===== config.mk =====
export PLATFORM = sky130hd
export DESIGN_NAME = axis_cfg
export DESIGN_NICKNAME = d
export VERILOG_FILES = /design/src/include/axis_cfg_pkg.sv /design/src/hdl/axis_cfg.sv
export SDC_FILE = /design/constraint.sdc
export NUM_CORES = 1
export LEC_CHECK = 0
export ABC_AREA = 1
export ABC_CLOCK_PERIOD_IN_PS = 1950
export BUFFER_PORTS_ARGS = -buffer_cell sky130_fd_sc_hd__buf_2
export CAP_MARGIN = 10
export CORE_ASPECT_RATIO = 0.9
export CORE_MARGIN = 2
export CORE_UTILIZATION = 52
export DETAILED_ROUTE_END_ITERATION = 6
export MAX_ROUTING_LAYER = met4
export PLACE_DENSITY_LB_ADDON = 0.25
export RECOVER_POWER = 100
export SYNTH_ARGS = -nofsm -noshare
export SYNTH_HDL_FRONTEND = slang
export SYNTH_SLANG_ARGS = --single-unit

===== constraint.sdc =====
create_clock -name clk_in -period 1.95 [get_ports clk_in]
set_input_delay 0.0975 -clock clk_in [delete_from_list [all_inputs] [get_ports clk_in]]
set_output_delay 0.0975 -clock clk_in [all_outputs]
set_load 0.005 [all_outputs]

===== src/include/axis_cfg_pkg.sv =====
`default_nettype none
package axis_cfg_pkg;
  localparam logic [7:0] NUM_SPEED_THRESH   = 8'h16;
  localparam logic [7:0] NUM_LOAD_MIN_SPEED = 8'h17;
  localparam logic [7:0] NUM_RIGHT_POL      = 8'h18;
  localparam logic [7:0] NUM_LEFT_POL       = 8'h19;
  localparam logic [7:0] NUM_SOFT_STOP      = 8'h1a;
  localparam logic [7:0] NUM_HS_CHOPPER     = 8'h1b;
  localparam logic [7:0] NUM_HS_FULLSTEP    = 8'h1c;
  localparam logic [7:0] NUM_MEAS_SPEED     = 8'h1d;
  localparam logic [7:0] NUM_PD_RAMP        = 8'h1f;
  localparam logic [7:0] NUM_LOAD_PULSE     = 8'h20;
  localparam logic [7:0] NUM_LOAD_STALL     = 8'h21;
  localparam logic [7:0] NUM_REL_BASE       = 8'h7f;
  localparam logic [7:0] NUM_USTEP_RES      = 8'h8c;
  localparam logic [7:0] NUM_BLANK_TIME     = 8'ha2;
  localparam logic [7:0] NUM_CHOP_MODE      = 8'ha3;
  localparam logic [7:0] NUM_FD_CMP_DIS     = 8'ha4;
  localparam logic [7:0] NUM_HYST_END       = 8'ha5;
  localparam logic [7:0] NUM_HYST_START     = 8'ha6;
  localparam logic [7:0] NUM_OFF_TIME       = 8'ha7;

  localparam int          CLK_HZ         = 10000000;
  localparam int          PD_STEP_US     = 163840;
  localparam int          PD_STEP_CYCLES = CLK_HZ / 1000000 * PD_STEP_US;
  localparam int          SETTLE_CYCLES  = 16;
  localparam logic [9:0]  OFF_BASE       = 10'h00c;
  localparam logic [9:0]  OFF_MIN        = 10'h040;
  localparam logic [3:0]  USTEP_MAX      = 4'h8;
  localparam logic [3:0]  HSTART_MAX     = 4'h8;

  localparam logic [22:0] RST_SPEED      = 23'h000000;
  localparam logic [1:0]  RST_BLANK      = 2'h2;
  localparam logic [3:0]  RST_OFF        = 4'h3;
  localparam logic [3:0]  RST_USTEP      = 4'h8;
  localparam logic [3:0]  RST_HEND       = 4'h0;
  localparam logic [3:0]  RST_HSTART     = 4'h4;

  typedef struct packed {
    logic        write;
    logic        read;
    logic [7:0]  number;
    logic [31:0] value;
  } param_cmd_s;

  typedef struct packed {
    logic        chopper_constant_off;
    logic        fullstep;
    logic        adaptive_current_ok;
    logic        load_commutation;
    logic        fd_cmp_disable;
    logic        freewheel;
    logic [9:0]  off_cycles;
    logic [1:0]  blank_time;
    logic [3:0]  hyst_end_or_fast;
    logic [3:0]  hyst_start_or_sine;
    logic [8:0]  ustep_per_full;
  } chopper_ctl_s;

  typedef enum logic [1:0] {PD_IDLE, PD_SETTLE, PD_RAMP, PD_DONE} pd_state_e;
endpackage : axis_cfg_pkg
`default_nettype wire


===== src/hdl/axis_cfg.sv =====
`default_nettype none
module axis_cfg
  import axis_cfg_pkg::*;
#(
  parameter int PD_STEP = PD_STEP_CYCLES,
  parameter int SETTLE  = SETTLE_CYCLES
) (
  input  wire logic         clk_in,
  input  wire logic         reset_in,
  input  wire param_cmd_s   cmd_in,
  output logic              reply_valid_out,
  output logic [31:0]       reply_value_out,
  output logic              reply_error_out,
  input  wire logic [22:0]  speed_in,
  input  wire logic         motion_done_in,
  input  wire logic         right_switch_in,
  input  wire logic         left_switch_in,
  output logic              right_stop_out,
  output logic              left_stop_out,
  output logic              soft_stop_out,
  output logic              relative_from_actual_out,
  output logic [9:0]        load_pulse_width_out,
  output logic [7:0]        stall_sense_out,
  output chopper_ctl_s      chopper_out,
  output logic              power_down_active_out,
  output logic [3:0]        power_down_level_out
);

  // -------------------------------------------------------
  // Settings
  // -------------------------------------------------------
  logic [22:0] speed_thresh;
  logic [22:0] load_min_speed;
  logic        right_pol;
  logic        left_pol;
  logic        soft_stop;
  logic        hs_chopper;
  logic        hs_fullstep;
  logic [3:0]  pd_ramp;
  logic [9:0]  load_pulse;
  logic [7:0]  load_stall;
  logic        rel_base;
  logic [3:0]  ustep_res;
  logic [1:0]  blank_time;
  logic        chop_mode;
  logic        fd_cmp_dis;
  logic [3:0]  hyst_end;
  logic [3:0]  hyst_start;
  logic [3:0]  off_time;
  logic [22:0] meas_speed;

  function automatic logic known_number(input logic [7:0] n);
    case (n)
      NUM_SPEED_THRESH, NUM_LOAD_MIN_SPEED, NUM_RIGHT_POL, NUM_LEFT_POL,
      NUM_SOFT_STOP, NUM_HS_CHOPPER, NUM_HS_FULLSTEP, NUM_MEAS_SPEED,
      NUM_PD_RAMP, NUM_LOAD_PULSE, NUM_LOAD_STALL, NUM_REL_BASE,
      NUM_USTEP_RES, NUM_BLANK_TIME, NUM_CHOP_MODE, NUM_FD_CMP_DIS,
      NUM_HYST_END, NUM_HYST_START, NUM_OFF_TIME: known_number = 1'b1;
      default: known_number = 1'b0;
    endcase
  endfunction : known_number

  logic wr;
  assign wr = cmd_in.write;

  // Out-of-range microstep resolution and hysteresis start codes refused so those settings stay meaningful
  always_ff @(posedge clk_in) begin
    if (reset_in) begin
      speed_thresh   <= RST_SPEED;
      load_min_speed <= RST_SPEED;
      right_pol      <= 1'b0;
      left_pol       <= 1'b0;
      soft_stop      <= 1'b0;
      hs_chopper     <= 1'b0;
      hs_fullstep    <= 1'b0;
      pd_ramp        <= 4'h0;
      load_pulse     <= 10'h000;
      load_stall     <= 8'h00;
      rel_base       <= 1'b0;
      ustep_res      <= RST_USTEP;
      blank_time     <= RST_BLANK;
      chop_mode      <= 1'b0;
      fd_cmp_dis     <= 1'b0;
      hyst_end       <= RST_HEND;
      hyst_start     <= RST_HSTART;
      off_time       <= RST_OFF;
    end else if (wr) begin
      case (cmd_in.number)
        NUM_SPEED_THRESH:   speed_thresh   <= cmd_in.value[22:0];
        NUM_LOAD_MIN_SPEED: load_min_speed <= cmd_in.value[22:0];
        NUM_RIGHT_POL:      right_pol      <= cmd_in.value[0];
        NUM_LEFT_POL:       left_pol       <= cmd_in.value[0];
        NUM_SOFT_STOP:      soft_stop      <= cmd_in.value[0];
        NUM_HS_CHOPPER:     hs_chopper     <= cmd_in.value[0];
        NUM_HS_FULLSTEP:    hs_fullstep    <= cmd_in.value[0];
        NUM_PD_RAMP:        pd_ramp        <= cmd_in.value[3:0];
        NUM_LOAD_PULSE:     load_pulse     <= cmd_in.value[9:0];
        NUM_LOAD_STALL:     load_stall     <= cmd_in.value[7:0];
        NUM_REL_BASE:       rel_base       <= cmd_in.value[0];
        NUM_USTEP_RES: begin
          if (cmd_in.value[31:4] == 28'h0
              && cmd_in.value[3:0] <= USTEP_MAX) begin
            ustep_res <= cmd_in.value[3:0];
          end
        end
        NUM_BLANK_TIME:     blank_time     <= cmd_in.value[1:0];
        NUM_CHOP_MODE:      chop_mode      <= cmd_in.value[0];
        NUM_FD_CMP_DIS:     fd_cmp_dis     <= cmd_in.value[0];
        NUM_HYST_END:       hyst_end       <= cmd_in.value[3:0];
        NUM_HYST_START: begin
          if (cmd_in.value[31:4] == 28'h0
              && cmd_in.value[3:0] <= HSTART_MAX) begin
            hyst_start <= cmd_in.value[3:0];
          end
        end
        NUM_OFF_TIME:       off_time       <= cmd_in.value[3:0];
        default: ; // Status numbers ignore writes
      endcase
    end
  end

  // Sampled speed, read-only status that also feeds chopper control and power-down ramp
  always_ff @(posedge clk_in) begin
    if (reset_in) begin
      meas_speed <= RST_SPEED;
    end else begin
      meas_speed <= speed_in;
    end
  end

  // -------------------------------------------------------
  // Read-back reply
  // -------------------------------------------------------
  logic [31:0] next_reply;
  always_comb begin
    next_reply = 32'h0;
    case (cmd_in.number)
      NUM_SPEED_THRESH:   next_reply = {9'h0, speed_thresh};
      NUM_LOAD_MIN_SPEED: next_reply = {9'h0, load_min_speed};
      NUM_RIGHT_POL:      next_reply = {31'h0, right_pol};
      NUM_LEFT_POL:       next_reply = {31'h0, left_pol};
      NUM_SOFT_STOP:      next_reply = {31'h0, soft_stop};
      NUM_HS_CHOPPER:     next_reply = {31'h0, hs_chopper};
      NUM_HS_FULLSTEP:    next_reply = {31'h0, hs_fullstep};
      NUM_MEAS_SPEED:     next_reply = {9'h0, meas_speed};
      NUM_PD_RAMP:        next_reply = {28'h0, pd_ramp};
      NUM_LOAD_PULSE:     next_reply = {22'h0, load_pulse};
      NUM_LOAD_STALL:     next_reply = {24'h0, load_stall};
      NUM_REL_BASE:       next_reply = {31'h0, rel_base};
      NUM_USTEP_RES:      next_reply = {28'h0, ustep_res};
      NUM_BLANK_TIME:     next_reply = {30'h0, blank_time};
      NUM_CHOP_MODE:      next_reply = {31'h0, chop_mode};
      NUM_FD_CMP_DIS:     next_reply = {31'h0, fd_cmp_dis};
      NUM_HYST_END:       next_reply = {28'h0, hyst_end};
      NUM_HYST_START:     next_reply = {28'h0, hyst_start};
      NUM_OFF_TIME:       next_reply = {28'h0, off_time};
      default:            next_reply = 32'h0;
    endcase
  end

  always_ff @(posedge clk_in) begin
    if (reset_in) begin
      reply_valid_out <= 1'b0;
      reply_value_out <= 32'h0;
      reply_error_out <= 1'b0;
    end else begin
      reply_valid_out <= cmd_in.read | cmd_in.write;
      reply_error_out <= (cmd_in.read | cmd_in.write)
                         & ~known_number(cmd_in.number);
      if (cmd_in.read) begin
        reply_value_out <= next_reply;
      end
    end
  end

  // -------------------------------------------------------
  // End switches, three-stage sampling
  // -------------------------------------------------------
  logic [2:0] right_sync;
  logic [2:0] left_sync;
  logic       right_level;
  logic       left_level;

  always_ff @(posedge clk_in) begin
    if (reset_in) begin
      right_sync  <= 3'h0;
      left_sync   <= 3'h0;
      right_level <= 1'b0;
      left_level  <= 1'b0;
    end else begin
      right_sync <= {right_sync[1:0], right_switch_in};
      left_sync  <= {left_sync[1:0], left_switch_in};
      if (right_sync[1] == right_sync[2]) begin
        right_level <= right_sync[2];
      end
      if (left_sync[1] == left_sync[2]) begin
        left_level <= left_sync[2];
      end
    end
  end

  assign right_stop_out = right_level ^ right_pol;
  assign left_stop_out  = left_level ^ left_pol;
  // Ramp logic outside honours this flag on a switch stop
  assign soft_stop_out  = soft_stop;
  assign relative_from_actual_out = rel_base;
  assign load_pulse_width_out     = load_pulse;
  assign stall_sense_out          = load_stall;

  // -------------------------------------------------------
  // Chopper control
  // -------------------------------------------------------
  logic        above_thresh;
  logic [9:0]  off_raw;
  chopper_ctl_s next_chop;

  always_comb begin
    above_thresh = meas_speed > speed_thresh;
    off_raw      = OFF_BASE + {off_time, 5'h00};
    next_chop.chopper_constant_off =
      chop_mode ^ (hs_chopper & above_thresh);
    next_chop.fullstep = hs_fullstep & above_thresh;
    next_chop.adaptive_current_ok = ~above_thresh;
    next_chop.load_commutation = meas_speed >= load_min_speed;
    next_chop.fd_cmp_disable =
      next_chop.chopper_constant_off & fd_cmp_dis;
    next_chop.freewheel = off_time == 4'h0;
    next_chop.off_cycles = (off_raw < OFF_MIN) ? OFF_MIN : off_raw;
    next_chop.blank_time = blank_time;
    next_chop.hyst_end_or_fast = hyst_end;
    next_chop.hyst_start_or_sine = hyst_start;
    next_chop.ustep_per_full = 9'h001 << ustep_res;
  end

  always_ff @(posedge clk_in) begin
    if (reset_in) begin
      chopper_out <= '0;
    end else begin
      chopper_out <= next_chop;
    end
  end

  // -------------------------------------------------------
  // Power-down ramp
  // -------------------------------------------------------
  pd_state_e   pd_state;
  logic [31:0] pd_count;
  logic [3:0]  pd_steps;

  always_ff @(posedge clk_in) begin
    if (reset_in) begin
      pd_state <= PD_IDLE;
      pd_count <= 32'h0;
      pd_steps <= 4'h0;
    end else if (!motion_done_in || meas_speed != 23'h0) begin
      pd_state <= PD_IDLE;
      pd_count <= 32'h0;
      pd_steps <= 4'h0;
    end else begin
      case (pd_state)
        PD_IDLE: begin
          pd_state <= PD_SETTLE;
          pd_count <= 32'h0;
        end
        PD_SETTLE: begin
          if (pd_count >= 32'(SETTLE - 1)) begin
            pd_count <= 32'h0;
            pd_steps <= pd_ramp;
            pd_state <= (pd_ramp == 4'h0) ? PD_DONE : PD_RAMP;
          end else begin
            pd_count <= pd_count + 32'h1;
          end
        end
        PD_RAMP: begin
          if (pd_count >= 32'(PD_STEP - 1)) begin
            pd_count <= 32'h0;
            pd_steps <= pd_steps - 4'h1;
            if (pd_steps == 4'h1) begin
              pd_state <= PD_DONE;
            end
          end else begin
            pd_count <= pd_count + 32'h1;
          end
        end
        PD_DONE: pd_state <= PD_DONE;
        default: pd_state <= PD_IDLE;
      endcase
    end
  end

  assign power_down_active_out = pd_state == PD_RAMP || pd_state == PD_DONE;
  assign power_down_level_out  = pd_steps;
endmodule : axis_cfg
`default_nettype wire


==> results.json, run 1 <==
{
  "final_layout_size_suffix_gt1_frac": 0.121,
  "power.leakage_uw": 0.00564,
  "report.final.slew_viol_count": 0,
  "outcome": "finished, final reports clean",
  "io_buffer_count": 152,
  "pwr_density_cell_nw_per_um2": 747,
  "crit_path_max_fanout": 46,
  "grt_antenna_before_repair": 0,
  "grt.met2_usage": 0.442,
  "first_pass_iters": 6,
  "synth_area_per_cell_um2": 7.15,
  "crit_arrival_ns": 2.19,
  "wl_um": 31200,
  "grt_use_met3": 0.0424,
  "clk_pin_slew_ns": 0.06,
  "start_kind": "input port",
  "cts_setup_buffers": 0,
  "drv_cap": 0,
  "tightest_slew_ns": 0.876,
  "yosys.area.top_type": "dfxtp_1",
  "final_cell_mix": "272 x nand2_1, 218 x dfxtp_1, 205 x inv_1",
  "grt_use_met1": 0.415,
  "setup_tns_ns": 0,
  "coreArea_um2": 20100,
  "timing.hold.ws_ns": 0.0487,
  "final_nets": 1830,
  "final_hold_viol_count": 0,
  "std_cell_rows": 49,
  "ir_worst_vdd_v": 0.000747,
  "final_common_cell": "nand2_1",
  "die-area_um2": 21800,
  "root_buffer": "clkbuf_16",
  "vias_per_cell": 5.34,
  "boundaryPins": 166,
  "drc": 0,
  "gp_congestion": 0.953,
  "grt_max_degree": 95,
  "num_vias": 10552,
  "htree_levels": 1,
  "cts_tree": "done",
  "yosys_warnings": 0,
  "hold_path_class": "in -> reg",
  "final_antenna_net_count": 0,
  "clk_latency_ns": 0.53,
  "cts_buffers": 24,
  "setup_viol_count_final": 0,
  "crit_path_end_kind": "register",
  "synthesis.instances": 1499,
  "top_usage_layer": "met2",
  "worstSetupPathType": "in -> reg",
  "wl_per_cell_um": 15.8,
  "rsz0062_at_grt": "false",
  "synthesis.area_um2": 10700,
  "grt_pass1_vias": 9833,
  "area_growth_pct": 21.3,
  "total_power_uw": 9710,
  "post-dp-hpwl_um": 22000,
  "layout.cells.non_filler": 1976,
  "ys_top_cells_by_area": "dfxtp_1 41%, nand2_1 9.5%, inv_1 7.1%",
  "relSlewSlack": 0.416,
  "grt-ovfl-total": 0,
  "antenna_cells": 0,
  "start_util": 0.533,
  "grt_usage": 0.292,
  "clock_skew_ns": 0.0180,
  "max_freq_mhz": 557,
  "required_ns": 2.35,
  "die_height_um": 140,
  "ys_seq_area_frac": 0.407,
  "synth-main-ff-cell": "dfxtp_1",
  "die_w_um": 155,
  "ys_types": 40,
  "tritoncts_num_sinks": 218,
  "dp_cells": 1881,
  "synth_seq_cells": 218,
  "drt_iter0_drc": 855,
  "period_needed_ns": 1.80,
  "async_reset_ff_frac": 0,
  "synth.top_cell.area_share": 0.407,
  "post-route-period-util": 0.921,
  "grt_first_pass_wirelength_um": 49900,
  "synth_edf_count": 0,
  "clock_path_buffers": 3
}
==> metrics by stage <==
stage	worst slack, ns	utilization	area [um^2]
floorplan	0.265	-	10800
global placement	0.238	0.586	11800
detailed placement	0.107	0.586	11800
CTS	0.0833	0.651	13100
global route	0.0212	0.646	13000
finish	0.154	0.646	13000
==> worst max-delay path, stage by stage <==
cell	delay, ns
dlygate4sd3_1	0.53
clkbuf_1	0.15
inv_1	0.13
nand2_1	0.11
nor2_1	0.31
nand3_1	0.11
clkbuf_4	0.37
o21ai_0	0.30
a21oi_1	0.06
==> sequential cells by signal, summed over array words and instances, names as in the netlist, 3 cells and up <==
name	cells
hyst_start	4
pd_ramp	4
off_time	4
pd_count	32
hyst_end	4
reply_value_out	23
meas_speed	23
chopper_out	30
speed_thresh	23
ustep_res	4
stall_sense_out	8
power_down_level_out	4
load_pulse_width_out	10
left_sync	3
load_min_speed	23
right_sync	3
==> final cells by class <==
class / instances / area (um^2)
Clock buffer: 32 / 661
Clock inverter: 9 / 106
Fill cell: 1824 / 7110
Inverter: 210 / 788
Multi-Input combinational cell: 1015 / 5260
Sequential cell: 218 / 4360
Tap cell: 255 / 319
Timing Repair Buffer: 237 / 1500
==> cell usage after synthesis (8+ instances only) <==
cell	count
nand2_1	272
nor4_1	8
dfxtp_1	218
a21oi_2	10
o21ai_0	118
o211ai_1	9
a21oi_1	151
ha_1	54
o22ai_1	19
xor2_1	16
nand3_2	8
buf_4	15
nand3_1	66
nor2_1	182
inv_1	204
clkbuf_1	45
nor3_1	21
nand4_1	27
==> final timing paths <==
kind	startpoint	to	slack [ns]	cells after the start
worst max-delay path	cmd_in[32]	speed_thresh[10]	0.15	9
worst min-delay path	cmd_in[0]	blank_time[0]	0.05	4
worst max register to register	speed_thresh[16]	chopper_out[30]	0.19	12
worst min register to register	left_sync[0]	left_sync[1]	0.40	2
==> logic make-up after synthesis <==
family	synth area share
other	0.000350
AND/OR/NAND/NOR	0.253
AO/OA/AOI/OAI	0.158
buffers and inverters	0.104
flip-flops	0.407
XOR/XNOR	0.0131
adder cells (fa/ha/maj)	0.0631
==> report_power, final <==
part / total, uW / internal (uW) / switching (uW) / leakage [uW]
sequential: 4540 / 4500 / 41.0 / 0.00177
combinational: 706 / 284 / 421 / 0.00349
clock: 4460 / 2640 / 1830 / 0.000382
total: 9710 / 7420 / 2290 / 0.00564
==> repair_timing <==
item                                    4_1_cts  5_1_grt
hold buffers                                 54        0
gates resized for setup                       0        9
endpoints found under the hold margin        84        0
endpoints found under the setup margin        0       23
==> per-layer routing <==
metal | routed length [um] | vias up | part of all wire
met5 | 0 | - | 0
met4 | 614 | 0 | 0.020
met3 | 2220 | 64 | 0.071
met2 | 13600 | 405 | 0.43
met1 | 14800 | 4821 | 0.47
li1 | - | 5262 | -
Note: power is estimated with default switching activity, not from simulation.
==> run 2: changes to the inputs <==
--- a/config.mk
+++ b/config.mk
@@ -12,9 +12,10 @@
 export CORE_ASPECT_RATIO = 0.9
 export CORE_MARGIN = 2
 export CORE_UTILIZATION = 52
+export CTS_CLUSTER_DIAMETER = 40
 export DETAILED_ROUTE_END_ITERATION = 6
 export MAX_ROUTING_LAYER = met4
-export PLACE_DENSITY_LB_ADDON = 0.25
+export PLACE_DENSITY = 0.71
 export RECOVER_POWER = 100
 export SYNTH_ARGS = -nofsm -noshare
 export SYNTH_HDL_FRONTEND = slang
==> results.json, run 2 (same netlist as run 1, synthesis figures left out) <==
{
  "outcome": "finished, final reports clean",
  "post-dp-hpwl_um": 21900,
  "antenna_cells": 0,
  "start_util": 0.533,
  "crit_start": "cmd_in[38]",
  "die-area_um2": 21800,
  "r2r_cells": 10,
  "wl_um": 30700,
  "crit_path_end_kind": "register",
  "grt-ovfl-total": 0,
  "final_hold_viol_count": 0,
  "post-route-period-util": 0.944,
  "top_usage_layer": "met2",
  "largestRegisters": "pd_count (32), chopper_out (30)",
  "final_common_cell": "nand2_1",
  "crit_arrival_ns": 2.30,
  "final_antenna_net_count": 0,
  "reg2reg_to": "pd_count[18]",
  "finalInstanceArea_um2": 13200,
  "drv_cap": 0,
  "ir_worst_vdd_v": 0.000738,
  "grt_first_pass_wirelength_um": 49500,
  "dp_slack_ns": 0.119,
  "power.leakage_uw": 0.00572,
  "final_cell_mix": "272 x nand2_1, 218 x dfxtp_1, 204 x inv_1",
  "cts_buffers": 28,
  "hold_path_end": "blank_time[0]",
  "grt_use_met3": 0.0449,
  "vias_per_cell": 5.22,
  "worst_slack_ns": 0.108,
  "relSlewSlack": 0.430,
  "hold_path_class": "in -> reg",
  "first_pass_iters": 5,
  "dpl_cell_area_um2": 11800,
  "cts_setup_buffers": 0,
  "boundaryPins": 166,
  "grt_antenna_before_repair": 0,
  "dp_cells": 1880,
  "drt_iter0_drc": 766,
  "report.final.slew_viol_count": 0,
  "hold_start": "cmd_in[0]",
  "wl_per_cell_um": 15.5,
  "grt_max_degree": 95,
  "cts_tree": "done",
  "clock_skew_ns": 0.0108,
  "layout.cells.non_filler": 1985,
  "root_buffer": "clkbuf_16",
  "crit_path_max_fanout": 3,
  "regMostFlops": "pd_count",
  "tightest_slew_ns": 0.854,
  "num_vias": 10354,
  "grt_pass1_vias": 9645,
  "grt_usage": 0.287,
  "io_buffer_count": 152,
  "start_kind": "input port",
  "worstSetupPathType": "in -> reg",
  "final_nets": 1833,
  "r2r_slack_ns": 0.18,
  "setup_viol_count_final": 0,
  "r2r-start": "pd_count[0]",
  "coreArea_um2": 20100,
  "std_cell_rows": 49,
  "max_freq_mhz": 543,
  "gp_congestion": 0.961,
  "area_growth_pct": 23.1,
  "grt.met2_usage": 0.433,
  "holdPathStages": 4,
  "die_height_um": 140,
  "htree_levels": 1,
  "grt_use_met1": 0.409,
  "tritoncts_num_sinks": 218,
  "drc": 0,
  "clk_pin_slew_ns": 0.06,
  "required_ns": 2.41,
  "largest_reg_flops": 32,
  "period_needed_ns": 1.84,
  "clk_latency_ns": 0.53,
  "pwr_density_cell_nw_per_um2": 797,
  "timing.hold.ws_ns": 0.0604,
  "final_layout_size_suffix_gt1_frac": 0.127,
  "die_w_um": 155,
  "clock_path_buffers": 3
}
==> run 2: critical path, cell delays in order <==
cell and delay [ns]:
dlygate4sd3_1 0.53, buf_2 0.11, nand2_1 0.05, dlygate4sd3_1 0.55, nor2_1 0.18, nand3_1 0.11, dlygate4sd3_1 0.57, a21oi_1 0.12
==> run 2: through the flow <==
stage / setup TNS, ns / util / total power, uW
global route: -0.00949 / 0.656 / 10900
floorplan: 0 / - / 5000
CTS: 0 / 0.660 / 10600
detailed placement: 0 / 0.585 / 5240
finish: 0 / 0.656 / 10500
global placement: 0 / 0.585 / 5230
==> run 2: routing by layer <==
layer,vias up,part of all wire
met4,0,0.021
met5,-,0
li1,5282,-
met2,357,0.44
met3,47,0.071
met1,4668,0.47
==> run 2: what timing repair did <==
action,CTS,global route
hold endpoints to repair,85,0
endpoints found under the setup margin,0,9
gates resized for setup,0,4
hold buffers,54,0
==> run 2: worst max-delay path by stage <==
stage	endpoint	depth (start not counted)
6_report	relative_from_actual_out	8
2_1_floorplan	pd_count[20]	11
4_1_cts	pd_count[18]	10
5_1_grt	chopper_out[30]	14
3_5_place_dp	pd_count[18]	10
3_3_place_gp	pd_count[7]	10
==> run 2: area by class of cell <==
type | count | area [um^2]
multi-input combinational | 1015 | 5250
timing repair buffer | 236 | 1500
tap | 255 | 319
clock inverter | 14 | 188
clock buffer | 37 | 776
inverter | 210 | 788
sequential | 218 | 4360
fill | 1843 | 6930
==> run 2: where the power goes <==
| part | total (uW) | switching [uW] | internal [uW] |
|---|---|---|---|
| Combinational | 695 | 411 | 284 |
| Clock | 5270 | 1950 | 3320 |
| Sequential | 4550 | 40.3 | 4510 |
| Total | 10500 | 2400 | 8110 |
